$ cat config.mk
export PLATFORM = sky130hd
export DESIGN_NAME = alu_datapath
export DESIGN_NICKNAME = d
export VERILOG_FILES = /design/src/alu_pkg.sv /design/src/alu_core.sv /design/src/alu_datapath.sv /design/src/mul8x8.sv
export SDC_FILE = /design/constraint.sdc
export NUM_CORES = 1
export LEC_CHECK = 0
export ABC_AREA = 1
export ABC_CLOCK_PERIOD_IN_PS = 5600
export BUFFER_PORTS_ARGS = -buffer_cell sky130_fd_sc_hd__buf_2
export CORE_MARGIN = 5
export CORE_UTILIZATION = 50
export CTS_CLUSTER_SIZE = 12
export DETAILED_ROUTE_END_ITERATION = 8
export PLACE_DENSITY = 0.69
export SLEW_MARGIN = 10
export SYNTH_ARGS = -nofsm -noshare
export SYNTH_HDL_FRONTEND = slang
export SYNTH_HIERARCHICAL = 1
export SYNTH_SLANG_ARGS = --single-unit
$ cat constraint.sdc
create_clock -name i_clock -period 5.6 [get_ports i_clock]
set_input_delay 0.28 -clock i_clock [delete_from_list [all_inputs] [get_ports i_clock]]
set_output_delay 0.28 -clock i_clock [all_outputs]
set_load 0.01 [all_outputs]
$ cat src/alu_pkg.sv
package alu_pkg;
    // AXI4-Lite register byte offsets
    localparam logic [7:0] OFF_CTRL    = 8'h00;
    localparam logic [7:0] OFF_OPERAND = 8'h04;
    localparam logic [7:0] OFF_WACC    = 8'h08;
    localparam logic [7:0] OFF_STATUS  = 8'h0C;
    localparam logic [7:0] OFF_PRODUCT = 8'h10;
    localparam logic [7:0] OFF_IRQ_ST  = 8'h14;
    localparam logic [7:0] OFF_IRQ_MSK = 8'h18;
    localparam logic [7:0] OFF_FILE_A  = 8'h1C;
    localparam logic [7:0] OFF_MODE    = 8'h20;
    localparam logic [7:0] OFF_PCOUNT  = 8'h24;
    localparam logic [7:0] OFF_INSTR   = 8'h28;
    // Flag bit positions in the arith status register
    localparam int FLG_C   = 0;
    localparam int FLG_NIB = 1;
    localparam int FLG_Z   = 2;
    localparam int FLG_SOV = 3;
    // Interrupt status bit positions
    localparam int IRQ_DONE = 0;
    localparam int IRQ_OVF  = 1;
    localparam int IRQ_CRY  = 2;
    // Control register fields
    localparam int CTL_OP_LSB  = 0;
    localparam int CTL_DST_BIT = 4;
    localparam int CTL_GO_BIT  = 8;
    // Reset values
    localparam logic [7:0]  RST_BYTE = 8'h00;
    localparam logic [15:0] RST_WORD = 16'h0000;
    localparam logic [1:0]  RST_MODE = 2'h0;
    // Two-cycle instructions: branch and program/data transfers
    localparam logic [1:0]  LONG_OPS = 2'h2;
    localparam logic [1:0]  RESP_OK     = 2'h0;
    localparam logic [1:0]  RESP_SLVERR = 2'h2;
    localparam logic [1:0]  DIV_LAST = 2'h1;

    typedef enum logic [3:0] {
        OP_ADD  = 4'h0, OP_ADDC = 4'h1, OP_SUB  = 4'h2, OP_SUBB = 4'h3,
        OP_AND  = 4'h4, OP_IOR  = 4'h5, OP_XOR  = 4'h6, OP_RLC  = 4'h7,
        OP_RRC  = 4'h8, OP_MUL  = 4'h9, OP_MOVF = 4'hA, OP_BRA  = 4'hB,
        OP_TBL  = 4'hC
    } alu_op_t;

    typedef enum logic [1:0] {
        MODE_INT = 2'h0, MODE_PROT = 2'h1, MODE_EXT = 2'h2, MODE_MIX = 2'h3
    } exec_mode_t;

    typedef enum logic [1:0] {
        ST_IDLE = 2'b00, ST_EXEC = 2'b01, ST_WAIT = 2'b11
    } pipe_state_t;
endpackage

$ cat src/alu_core.sv
`timescale 1ns/1ps
module alu_core import alu_pkg::*; (
    // Operands
    input  wire logic [3:0] i_op,
    input  wire logic [7:0] i_acc,
    input  wire logic [7:0] i_file,
    input  wire logic       i_carry,
    // Results
    output logic      [7:0] o_result,
    output logic            o_c,
    output logic            o_nib,
    output logic            o_z,
    output logic            o_sov,
    output logic            o_arith
);
    wire logic       is_sub = (i_op == OP_SUB) || (i_op == OP_SUBB);
    // Subtract is file + ~acc + carry-in; carry out is "no borrow"
    wire logic [7:0] addend = is_sub ? ~i_acc : i_acc;
    wire logic       cin    = (i_op == OP_SUB) ? 1'b1 :
                              ((i_op == OP_ADDC) || (i_op == OP_SUBB))
                              ? i_carry : 1'b0;
    wire logic [4:0] low    = {1'b0, i_file[3:0]} + {1'b0, addend[3:0]}
                              + {4'h0, cin};
    wire logic [3:0] hi6    = {1'b0, i_file[6:4]} + {1'b0, addend[6:4]}
                              + {3'h0, low[4]};
    wire logic [1:0] top    = {1'b0, i_file[7]} + {1'b0, addend[7]}
                              + {1'b0, hi6[3]};
    wire logic [7:0] sum    = {top[0], hi6[2:0], low[3:0]};

    always_comb begin
        o_result = sum;
        o_c      = top[1];
        o_nib    = low[4];
        o_sov    = top[1] ^ hi6[3];
        o_arith  = 1'b1;
        case (i_op)
            OP_ADD, OP_ADDC, OP_SUB, OP_SUBB: begin
                o_arith = 1'b1;
            end
            OP_AND: begin
                o_result = i_acc & i_file;
                o_arith  = 1'b0;
            end
            OP_IOR: begin
                o_result = i_acc | i_file;
                o_arith  = 1'b0;
            end
            OP_XOR: begin
                o_result = i_acc ^ i_file;
                o_arith  = 1'b0;
            end
            OP_RLC: begin
                o_result = {i_file[6:0], i_carry};
                o_c      = i_file[7];
                o_arith  = 1'b0;
            end
            OP_RRC: begin
                o_result = {i_carry, i_file[7:1]};
                o_c      = i_file[0];
                o_arith  = 1'b0;
            end
            default: begin
                o_result = i_file;
                o_arith  = 1'b0;
            end
        endcase
        o_z = (o_result == RST_BYTE);
    end
endmodule

$ cat src/alu_datapath.sv
// Design decisions made here: the placing of the registers and the AXI4-Lite slave port.
`timescale 1ns/1ps
// Notes on behaviour
// - 8-bit unit adds, subtracts, shifts, logic between accumulator and file
// - Arithmetic is two's complement
// - Instructions update carry, nibble carry, zero, overflow in status
// - Subtraction uses carry and nibble carry as inverted borrow-out bits (set means no borrow)
// - Overflow set when signed result leaves the range -128..127
// - Overflow is the XOR of the carries out of bits six and seven
// - Unsigned 8x8 multiplier gives 16-bit product in one cycle
// - Some instructions move file to file without the accumulator
// - 16-bit instruction word fetched over its own bus in one cycle
// - Fetch and execute overlap; branches and table moves take two
// - Program address space covers 64K words of 16 bits
// - Internal, external or mixed execution; no protection when mixed
// - Counter and accumulator are readable like file registers
// - Cycle rate is oscillator over four, driven on clock output
module alu_datapath import alu_pkg::*; (
    // Clock and reset
    input  wire logic        i_clock,
    input  wire logic        i_rst,
    // AXI4-Lite write address and data
    input  wire logic        i_awvalid,
    output logic             o_awready,
    input  wire logic [7:0]  i_awaddr,
    input  wire logic        i_wvalid,
    output logic             o_wready,
    input  wire logic [31:0] i_wdata,
    input  wire logic [3:0]  i_wstrb,
    // AXI4-Lite write response
    output logic             o_bvalid,
    input  wire logic        i_bready,
    output logic      [1:0]  o_bresp,
    // AXI4-Lite read
    input  wire logic        i_arvalid,
    output logic             o_arready,
    input  wire logic [7:0]  i_araddr,
    output logic             o_rvalid,
    input  wire logic        i_rready,
    output logic      [31:0] o_rdata,
    output logic      [1:0]  o_rresp,
    // Pins
    output logic             o_cycle_rate_output,
    output logic             o_irq
);
    logic [7:0]  working_accumulator_ff;
    logic [7:0]  file_a_ff;
    logic [7:0]  operand_ff;
    logic [3:0]  arith_status_register_ff;
    logic [15:0] product_ff;
    logic [15:0] program_counter_ff;
    logic [15:0] instr_ff;
    logic [2:0]  irq_st_ff;
    logic [2:0]  irq_msk_ff;
    logic [1:0]  mode_ff;
    logic [11:0] ctrl_ff;
    logic        aw_ff, w_ff;
    logic [7:0]  awaddr_ff;
    logic [31:0] wdata_ff;
    logic [3:0]  wstrb_ff;
    logic [1:0]  div_ff;
    logic        clkout_ff;
    logic        irq_ff;
    pipe_state_t state_ff;

    // Execution engine inputs/outputs
    wire logic [3:0]  op     = ctrl_ff[CTL_OP_LSB +: 4];
    wire logic        to_acc = ~ctrl_ff[CTL_DST_BIT];
    wire logic [7:0]  res;
    wire logic        f_c, f_nib, f_z, f_sov, f_arith;
    wire logic [15:0] prod;

    alu_core u_alu (
        .i_op     (op),
        .i_acc    (working_accumulator_ff),
        .i_file   (operand_ff),
        .i_carry  (arith_status_register_ff[FLG_C]),
        .o_result (res),
        .o_c      (f_c),
        .o_nib    (f_nib),
        .o_z      (f_z),
        .o_sov    (f_sov),
        .o_arith  (f_arith)
    );

    mul8x8 u_mul (
        .i_a    (working_accumulator_ff),
        .i_b    (operand_ff),
        .o_prod (prod)
    );

    // Bus decode
    wire logic       wr_go  = aw_ff && w_ff && !o_bvalid;
    wire logic       rd_go  = i_arvalid && o_arready;
    // Ready flops follow the next state of the capture and response flags
    wire logic       nxt_aw = !wr_go && (aw_ff || (i_awvalid && o_awready));
    wire logic       nxt_w  = !wr_go && (w_ff || (i_wvalid && o_wready));
    wire logic       nxt_bv = wr_go || (o_bvalid && !i_bready);
    wire logic       nxt_rv = rd_go || (o_rvalid && !i_rready);
    function automatic logic is_mapped(input logic [7:0] a);
        is_mapped = (a[1:0] == 2'b00) && (a <= OFF_INSTR);
    endfunction
    wire logic       wr_ok  = is_mapped(awaddr_ff);
    wire logic       go_wr  = wr_go && wr_ok && (awaddr_ff == OFF_CTRL)
                              && wstrb_ff[1] && wdata_ff[CTL_GO_BIT];
    wire logic       is_long = (op == OP_BRA) || (op == OP_TBL);
    wire logic       exec   = (state_ff == ST_EXEC);
    wire logic       finish = exec || (state_ff == ST_WAIT);
    wire logic       done_ev = (state_ff == ST_WAIT) || (exec && !is_long);
    wire logic       retire = exec && !is_long;
    wire logic       flag_wr = retire && (op != OP_MUL) && (op != OP_MOVF);
    wire logic [2:0] events = {retire && f_arith && f_c,
                               retire && f_arith && f_sov,
                               done_ev};
    wire logic [2:0] w1c    = (wr_go && wr_ok && awaddr_ff == OFF_IRQ_ST
                              && wstrb_ff[0]) ? wdata_ff[2:0] : 3'h0;
    // Protection is meaningless in mixed mode; that code is stored unchanged, like the others
    wire logic [1:0] mode_in = (wdata_ff[1:0] == MODE_MIX) ? MODE_MIX
                               : wdata_ff[1:0];

    logic [31:0] rd_mux;
    always_comb begin
        case (i_araddr)
            OFF_CTRL:    rd_mux = {20'h00000, ctrl_ff};
            OFF_OPERAND: rd_mux = {24'h000000, operand_ff};
            OFF_WACC:    rd_mux = {24'h0, working_accumulator_ff};
            OFF_STATUS:  rd_mux = {28'h0000000, arith_status_register_ff};
            OFF_PRODUCT: rd_mux = {16'h0000, product_ff};
            OFF_IRQ_ST:  rd_mux = {29'h00000000, irq_st_ff};
            OFF_IRQ_MSK: rd_mux = {29'h00000000, irq_msk_ff};
            OFF_FILE_A:  rd_mux = {24'h000000, file_a_ff};
            OFF_MODE:    rd_mux = {30'h00000000, mode_ff};
            OFF_PCOUNT:  rd_mux = {16'h0000, program_counter_ff};
            OFF_INSTR:   rd_mux = {16'h0000, instr_ff};
            default:     rd_mux = 32'h00000000;
        endcase
    end

    // Write channel acceptance, either order
    always_ff @(posedge i_clock) begin
        if (i_rst) begin
            aw_ff <= 1'b0;
            w_ff  <= 1'b0;
            awaddr_ff <= RST_BYTE;
            wdata_ff  <= 32'h00000000;
            wstrb_ff  <= 4'h0;
            o_bvalid  <= 1'b0;
            o_bresp   <= RESP_OK;
            o_awready <= 1'b1;
            o_wready  <= 1'b1;
        end else begin
            if (i_awvalid && o_awready) begin
                aw_ff     <= 1'b1;
                awaddr_ff <= i_awaddr;
            end
            if (i_wvalid && o_wready) begin
                w_ff     <= 1'b1;
                wdata_ff <= i_wdata;
                wstrb_ff <= i_wstrb;
            end
            if (wr_go) begin
                aw_ff    <= 1'b0;
                w_ff     <= 1'b0;
                o_bvalid <= 1'b1;
                o_bresp  <= wr_ok ? RESP_OK : RESP_SLVERR;
            end else if (o_bvalid && i_bready) begin
                o_bvalid <= 1'b0;
            end
            o_awready <= !nxt_aw && !nxt_bv;
            o_wready  <= !nxt_w && !nxt_bv;
        end
    end

    // Read channel: one cycle to answer
    always_ff @(posedge i_clock) begin
        if (i_rst) begin
            o_rvalid <= 1'b0;
            o_rdata  <= 32'h00000000;
            o_rresp  <= RESP_OK;
            o_arready <= 1'b1;
        end else begin
            o_arready <= !nxt_rv;
            if (rd_go) begin
                o_rvalid <= 1'b1;
                o_rdata  <= rd_mux;
                o_rresp  <= is_mapped(i_araddr) ? RESP_OK : RESP_SLVERR;
            end else if (i_rready) begin
                o_rvalid <= 1'b0;
            end
        end
    end

    // Pipeline: go loads execute stage, long ops spend a wait cycle
    always_ff @(posedge i_clock) begin
        if (i_rst) begin
            state_ff <= ST_IDLE;
        end else begin
            case (state_ff)
                ST_IDLE: if (go_wr) state_ff <= ST_EXEC;
                ST_EXEC: state_ff <= is_long ? ST_WAIT : ST_IDLE;
                ST_WAIT: state_ff <= ST_IDLE;
                default: state_ff <= ST_IDLE;
            endcase
        end
    end

    // Software registers and execute results
    always_ff @(posedge i_clock) begin
        if (i_rst) begin
            ctrl_ff    <= 12'h000;
            operand_ff <= RST_BYTE;
            working_accumulator_ff <= RST_BYTE;
            file_a_ff  <= RST_BYTE;
            arith_status_register_ff <= 4'h0;
            product_ff <= RST_WORD;
            program_counter_ff <= RST_WORD;
            instr_ff   <= RST_WORD;
            irq_msk_ff <= 3'h0;
            mode_ff    <= RST_MODE;
        end else begin
            if (wr_go && wr_ok && wstrb_ff[0] && !finish) begin
                case (awaddr_ff)
                    OFF_CTRL:    ctrl_ff <= {wdata_ff[11:9], 1'b0,
                                             wdata_ff[7:0]};
                    OFF_OPERAND: operand_ff <= wdata_ff[7:0];
                    OFF_WACC:    working_accumulator_ff <= wdata_ff[7:0];
                    OFF_FILE_A:  file_a_ff <= wdata_ff[7:0];
                    OFF_IRQ_MSK: irq_msk_ff <= wdata_ff[2:0];
                    OFF_MODE:    mode_ff <= mode_in;
                    OFF_INSTR:   instr_ff <= wdata_ff[15:0];
                    default:     ;
                endcase
            end
            if (retire) begin
                program_counter_ff <= program_counter_ff + 16'h0001;
                if (op == OP_MUL) begin
                    product_ff <= prod;
                end else if (op == OP_MOVF) begin
                    file_a_ff <= operand_ff;
                end else if (to_acc) begin
                    working_accumulator_ff <= res;
                end else begin
                    file_a_ff <= res;
                end
            end
            if (flag_wr) begin
                arith_status_register_ff[FLG_Z] <= f_z;
                if (f_arith) begin
                    arith_status_register_ff[FLG_NIB] <= f_nib;
                    arith_status_register_ff[FLG_SOV] <= f_sov;
                end
                if (f_arith || op == OP_RLC || op == OP_RRC) begin
                    arith_status_register_ff[FLG_C] <= f_c;
                end
            end
            if (state_ff == ST_WAIT && op == OP_BRA) begin
                program_counter_ff <= instr_ff;
            end else if (state_ff == ST_WAIT) begin
                program_counter_ff <= program_counter_ff + 16'h0001;
            end
        end
    end

    // Sticky events: set wins over write-one-to-clear
    always_ff @(posedge i_clock) begin
        if (i_rst) begin
            irq_st_ff <= 3'h0;
            irq_ff    <= 1'b0;
        end else begin
            irq_st_ff <= (irq_st_ff & ~w1c) | events;
            irq_ff    <= |(((irq_st_ff & ~w1c) | events) & irq_msk_ff);
        end
    end
    assign o_irq = irq_ff;

    // Instruction cycle clock out: toggles every two system clocks
    always_ff @(posedge i_clock) begin
        if (i_rst) begin
            div_ff    <= 2'h0;
            clkout_ff <= 1'b0;
        end else begin
            div_ff <= div_ff + 2'h1;
            if (div_ff == DIV_LAST) begin
                div_ff    <= 2'h0;
                clkout_ff <= ~clkout_ff;
            end
        end
    end
    assign o_cycle_rate_output = clkout_ff;

    alu_sum_a: assert property (@(posedge i_clock) disable iff (i_rst)
        retire && op == OP_ADD && to_acc |=> working_accumulator_ff ==
        8'($past(operand_ff) + $past(working_accumulator_ff)))
        else $error("add result wrong");
    sub_carry_a: assert property (@(posedge i_clock) disable iff (i_rst)
        retire && op == OP_SUB |=> arith_status_register_ff[FLG_C] ==
        ($past(operand_ff) >= $past(working_accumulator_ff)))
        else $error("borrow polarity wrong");
    // Plain 8-bit sum, independent of the destination of the result
    wire logic [7:0] add_chk = operand_ff + working_accumulator_ff;
    ovf_flag_a: assert property (@(posedge i_clock) disable iff (i_rst)
        retire && op == OP_ADD |=> arith_status_register_ff[FLG_SOV] ==
        $past((operand_ff[7] == working_accumulator_ff[7]) &&
              (add_chk[7] != operand_ff[7])))
        else $error("overflow wrong");
    zero_flag_a: assert property (@(posedge i_clock) disable iff (i_rst)
        flag_wr |=> arith_status_register_ff[FLG_Z] == $past(f_z))
        else $error("zero flag wrong");
    mul_prod_a: assert property (@(posedge i_clock) disable iff (i_rst)
        retire && op == OP_MUL |=> product_ff ==
        16'($past(operand_ff) * $past(working_accumulator_ff)))
        else $error("product wrong");
    long_op_a: assert property (@(posedge i_clock) disable iff (i_rst)
        exec && is_long |=> state_ff == ST_WAIT ##1 state_ff == ST_IDLE)
        else $error("two cycle op wrong");
    short_op_a: assert property (@(posedge i_clock) disable iff (i_rst)
        exec && !is_long |=> state_ff == ST_IDLE)
        else $error("single cycle op wrong");
    clk_out_a: assert property (@(posedge i_clock) disable iff (i_rst)
        $changed(clkout_ff) |=> $stable(clkout_ff) ##1 $changed(clkout_ff))
        else $error("cycle rate output wrong");
    move_file_a: assert property (@(posedge i_clock) disable iff (i_rst)
        retire && op == OP_MOVF |=> file_a_ff == $past(operand_ff) &&
        $stable(working_accumulator_ff))
        else $error("file move wrong");
endmodule

$ cat src/mul8x8.sv
`timescale 1ns/1ps
module mul8x8 import alu_pkg::*; (
    // Factors
    input  wire logic [7:0]  i_a,
    input  wire logic [7:0]  i_b,
    // Product
    output logic      [15:0] o_prod
);
    // Unsigned, purely combinational: ready in the same cycle
    assign o_prod = {8'h00, i_a} * {8'h00, i_b};
endmodule
Word-level counts from Yosys, hierarchy flattened --
Cells that the tools add are included.
Operators by class: $add $sub $neg 8, multiply operators 1, $lt $le $gt $ge 2, equal/unequal tests 36, multiplexer cells 33, bitwise gates (word level) 10, reduce and logical (&&, ||, !) cells 72
Operator list (number):
- $pmux 16 s11 | 1
- $mux 8 | 13
- $eq 8x5->1 const B | 7
- $mux 16 | 3
- $pmux 8 s6 | 1
- $eq 8x6->1 const B | 5
- $logic_and 1x1->1 | 29
- $eq 8x4->1 const B | 3
- $logic_not 8->1 | 3
- $eq 4x4->1 const B | 5
- $add 16x1->16 const B | 1
- $eq 4x3->1 const B | 4
- $eq 8x3->1 const B | 2
- $le 8x6->1 const B | 2
- $mul 8x8->16 | 1
- $reduce_and 2->1 | 8
- $logic_or 1x1->1 | 11
- $logic_not 1->1 | 10
- $mux 2 | 5
- $and 8x8->8 | 1
- $eq 4x2->1 const B | 2
- $ne 4x4->1 const B | 2
- $not 8->8 | 1
- $or 8x8->8 | 1
- other kinds (28) | 41
Word-level totals: register bits after elaboration 170, logic and storage cells 192

Logic depth before layout (Yosys ltp) --
depth after elaboration 12, gate-level depth with buffers 22

Hierarchy --
Netlist, hierarchy kept.
Modules (own cells, without submodules):
- alu_datapath | instances 1, cells each 1006, area each 7073.0 um^2, sequential area each 3042.9 um^2
- mul8x8 | instances 1, cells each 382, area each 2412.3 um^2, sequential area each 0.0 um^2
- alu_core | instances 1, cells each 188, area each 1111.1 um^2, sequential area each 0.0 um^2

Worst setup path before layout --
OpenSTA, ideal clock, no wires.
kind register to register, start register ctrl_ff[3], end register file_a_ff[7], setup time 70 ps, arrival 4006 ps, data required time 5530 ps, slack 1524 ps, stages on the path, launching flop included 20, path buffers 0, cell sequence dfxtp_1 -> nor2_1 -> nand2_2 -> xor2_1 -> fa_1 -> fa_1 -> a21oi_1 -> o21bai_1 -> fa_1 -> nand3_1 -> nand2_1 -> fa_1 -> nand2_1 -> nand2_1 -> nor2_1 -> nand2_1 -> a21oi_1 -> nor3_1 -> o21ai_0 -> a21oi_1
Between the ends: cells in the longest elaborated chain, start to end 12, elaborated cells between the ends (all ways) 33, classes of those cells add/sub (6); eq/ne (12); mux (8); reduce/logical (7)
RTL lines:
- from (decl) | RTL line alu_datapath.sv:56 | logic [11:0] ctrl_ff;
- from (signal assigned) | RTL line alu_datapath.sv:223 | OFF_CTRL: ctrl_ff <= {wdata_ff[11:9], 1'b0,
- $eq 4x2->1 (tied with other cells) | RTL line alu_core.sv:16, alu_core.sv:19
- $logic_or 1x1->1, on equally long branches | RTL line alu_core.sv:16, alu_core.sv:20
- $mux 8 or $mux 1 (tied branches) | RTL line alu_core.sv:18, alu_core.sv:21
- $add 4x4->5 or $mux 1 (tied branches) | RTL line alu_core.sv:22, alu_core.sv:19
- $add 5x1->5 (*) | RTL line alu_core.sv:23 | + {4'h0, cin};
- via f_nib | RTL line alu_datapath.sv:70 | wire logic f_c, f_nib, f_z, f_sov, f_arith;
- $add 4x1->4 (*) | RTL line alu_core.sv:25 | + {3'h0, low[4]};
- $add 2x1->2 (*) | RTL line alu_core.sv:27 | + {1'b0, hi6[3]};
- $pmux 8 s6 (*) | RTL line alu_core.sv:36 | case (i_op)
- via res[7] | RTL line alu_datapath.sv:69 | wire logic [7:0] res;
- $mux 8 (*) | RTL line alu_datapath.sv:240 | end else if (to_acc) begin
- $mux 8 (*) | RTL line alu_datapath.sv:238 | end else if (op == OP_MOVF) begin
- $mux 8 (*) | RTL line alu_datapath.sv:236 | if (op == OP_MUL) begin
- $mux 8 (*) | RTL line alu_datapath.sv:234 | if (retire) begin
- to (signal assigned) | RTL line alu_datapath.sv:227 | OFF_FILE_A: file_a_ff <= wdata_ff[7:0];
- to (signal assigned) | RTL line alu_datapath.sv:239 | file_a_ff <= operand_ff;
- to (signal assigned) | RTL line alu_datapath.sv:243 | file_a_ff <= res;
- to (decl) | RTL line alu_datapath.sv:47 | logic [7:0] file_a_ff;
Mark *: on every way through the listed nets, which the timed path passes. The rest lies on a longest branch. A chain may end at the register's enable or synchronous reset.

Worst setup path after layout --
Ends and elaborated chain as after synthesis.

==> flow_metrics.tcl <==
set metrics [dict create \
    status "finished clean" \
    route.detailed.drc 0 \
    antenna_cells 0 \
    vias 10200 \
    dpl_worst_slack_ps 1180 \
    yosys-top-cells-count "375 x nand2_1, 259 x inv_1, 152 x dfxtp_1, 140 x o21ai_0, 136 x a21oi_1" \
    worst_hold_path_type "in2reg" \
    vdd_drop_max_v 0.000158 \
    grt_use_total 0.248 \
    finalNetCount 1778 \
    finalHoldViolCount 0 \
    synth_ff_type "dfxtp_1" \
    ctsHtreeMaxLevel 4 \
    worstPathArrival_ps 4860 \
    synth_area_leaders "dfxtp_1 29%, nand2_1 13%, inv_1 9.2%, fa_1 7.7%, ha_1 7.0%" \
    crit_family "adder cells" \
    yosys_warnings 6 \
    yosysTopAreaCell "dfxtp_1" \
    synth_edf_count 0 \
    port_buffers 65 \
    drv_cap 0 \
    wl_per_cell_um 15.7 \
    setup_viol 0 \
    min_period_over_period 0.806 \
    yosysMostFrequentCell "nand2_1" \
    cp_cell_sequence "nor2_1 > nand2_2 > xor2_1 > fa_1 > fa_1 > a21oi_1 > o21bai_1 > fa_1 > nand3_1 > nand2_1 > fa_1 > nand2_1 > nand2_1 > nor2_1 > nand2_1 > a21oi_1 > nor3_1 > o21ai_0 > a21oi_1" \
    ios 102 \
    cts_sinks 152 \
    synth_seq_area_share 0.287 \
    cp_slowest_cell "dfxtp_1" \
    syn_area_per_cell_um2 6.72 \
    required_ps 5940 \
    synth_top_area_frac 0.287 \
    startpoint "ctrl_ff[3]" \
    area_growth_pct 10.8 \
    netlist_area_um2 10600 \
    period_minus_slack_ps 4510 \
    clk_pin_slew_ps 60 \
    start_util 0.506 \
    cts_buffers 17 \
    grt_start_max_net_pins 62 \
    synth_cell_types 42 \
    fmax_mhz 222 \
    postCtsHoldBufs 0 \
    finalMaxSlewViolations 0 \
    insertion_delay_ps 430 \
    hpwl_um 22300 \
    grt_pass1_wl_um 48400 \
    postRouteAntennaNets 0 \
    crit_path_max_fanout 10 \
    drive_gt1_frac 0.0871 \
    cts_buffer_depth 2 \
    r2r_start "ctrl_ff[3]" \
    postCtsSetupBuffers 0 \
    first_pass_iters 5 \
    hold_start "i_bready" \
    antenna_found_initial 0 \
    setup_tns_ps 0 \
    cts_root_buf "clkbuf_16" \
    p_total_uw 2580 \
    ys_ff_latch 152 \
    cts_resized 0 \
    relSlewSlack 0.136 \
    rsz0062_at_grt "false" \
    rows 53 \
    die_x_um 156 \
    overflow 0 \
    crit_buf_inv 0 \
    async_reset_ff_frac 0 \
    die-area_um2 24200 \
    core_area_um2 21000 \
    drt_iter0_drc 798 \
    final_core_util 0.560 \
    synth_cells 1576 \
    first_global_vias 9624 \
    fp.dieH_um 156 \
    worstSetupEndpointType "register" \
    critical_path.max_stage_delay_ps 650 \
    fin_ws_ps 1090 \
    place.gp.congestion 0.942 \
    critPathLaunchType "register" \
    p_per_area_nw_per_um2 220 \
    tritoncts "yes" \
    tightest_slew_ps 1290 \
    critPathKind "reg2reg" \
    skew_ps 9.46 \
    wl_um 30000 \
    via_per_inst 5.34 \
    leakage_uw 0.00581 \
]
[area by class of cell]
cell class	count	area [µm²]
Clock inverter	14	246
Fill cell	2043	9210
Clock buffer	17	425
Timing Repair Buffer	79	430
Multi-Input combinational cell	1105	6260
Tap cell	275	344
Inverter	264	991
Sequential cell	152	3040
[path summary, 6_finish.rpt]
kind / endpoint / slack [ps] / cells after the start
setup / recovery: file_a_ff[7] / 1090 / 19
hold reg to reg: div_ff[0] / 440 / 1
hold / removal: o_awready / 110 / 2
setup reg to reg: file_a_ff[7] / 1090 / 19
[flip-flops by register name, summed over array words and instances, names as in the netlist, 2 cells and up]
| signal | flops |
|---|---|
| wdata_ff | 16 |
| ctrl_ff | 11 |
| arith_status_register_ff | 4 |
| product_ff | 16 |
| working_accumulator_ff | 8 |
| irq_st_ff | 3 |
| file_a_ff | 8 |
| wstrb_ff | 2 |
| instr_ff | 16 |
| awaddr_ff | 8 |
| operand_ff | 8 |
| mode_ff | 2 |
| state_ff | 2 |
| div_ff | 2 |
| program_counter_ff | 16 |
| irq_msk_ff | 3 |
| o_rdata | 16 |
[layout by cell type (no fill, tap or decap), types with 2 or more instances in the layout]
cell       Yosys  final
a211oi_1       4      4
a21oi_1      136    136
a31oi_1        3      3
buf_2         10     65
buf_4         21     14
bufinv_16      0      6
clkbuf_16      0     17
clkinv_4       0      4
conb_1         1     18
dfxtp_1      152    152
fa_1          41     41
ha_1          59     59
inv_1        259    258
inv_2          4      5
inv_6          0      3
nand2_1      375    375
nand2_2        3      3
nand2_4        4      4
nand3_1       91     91
nand3_2        3      3
nand4_1       11     11
nor2_1       126    126
nor2_2         8      8
nor2_4         4      4
nor3_1        14     14
nor3_4         2      2
o2111ai_1      7      7
o211ai_1       6      6
o21ai_0      140    140
o21ai_1        8      8
o22ai_1        4      4
o2bb2ai_1      2      2
xnor2_1        5      5
xor2_1        22     22
[stage by stage]
| stage | instance area (µm²) | std cells | hold slack [ps] |
|---|---|---|---|
| final | 11700 | 1906 | 114 |
| after floorplan | 10700 | 1593 | 381 |
| after CTS | 11700 | 1906 | 109 |
| after global placement | 11100 | 1875 | 415 |
| after detailed placement | 11100 | 1875 | 427 |
| after global routing | 11700 | 1906 | 129 |
[report_power, final]
group          total, µW  switching [µW]  internal (µW)
Combinational        147             106           41.7
Clock               1310             473            840
Sequential          1120            15.6           1110
[per-layer routing]
layer	vias to the layer above	global-route usage	wire length, µm
li1	5047	-	-
met1	4734	0.320	12600
met2	325	0.416	14300
met3	76	0.0372	1940
met4	0	0.107	1140
met5	-	0	0
[cell families after synthesis]
logic type / synth area share
AOI/OAI and AO/OA: 0.157
adders and majority gates: 0.147
buffers and inverters: 0.128
DFF: 0.287
xor gates and xnor gates: 0.0223
and+or+nand+nor: 0.259
other: 0.000354
No activity file was read; power rests on OpenSTA's default activity.
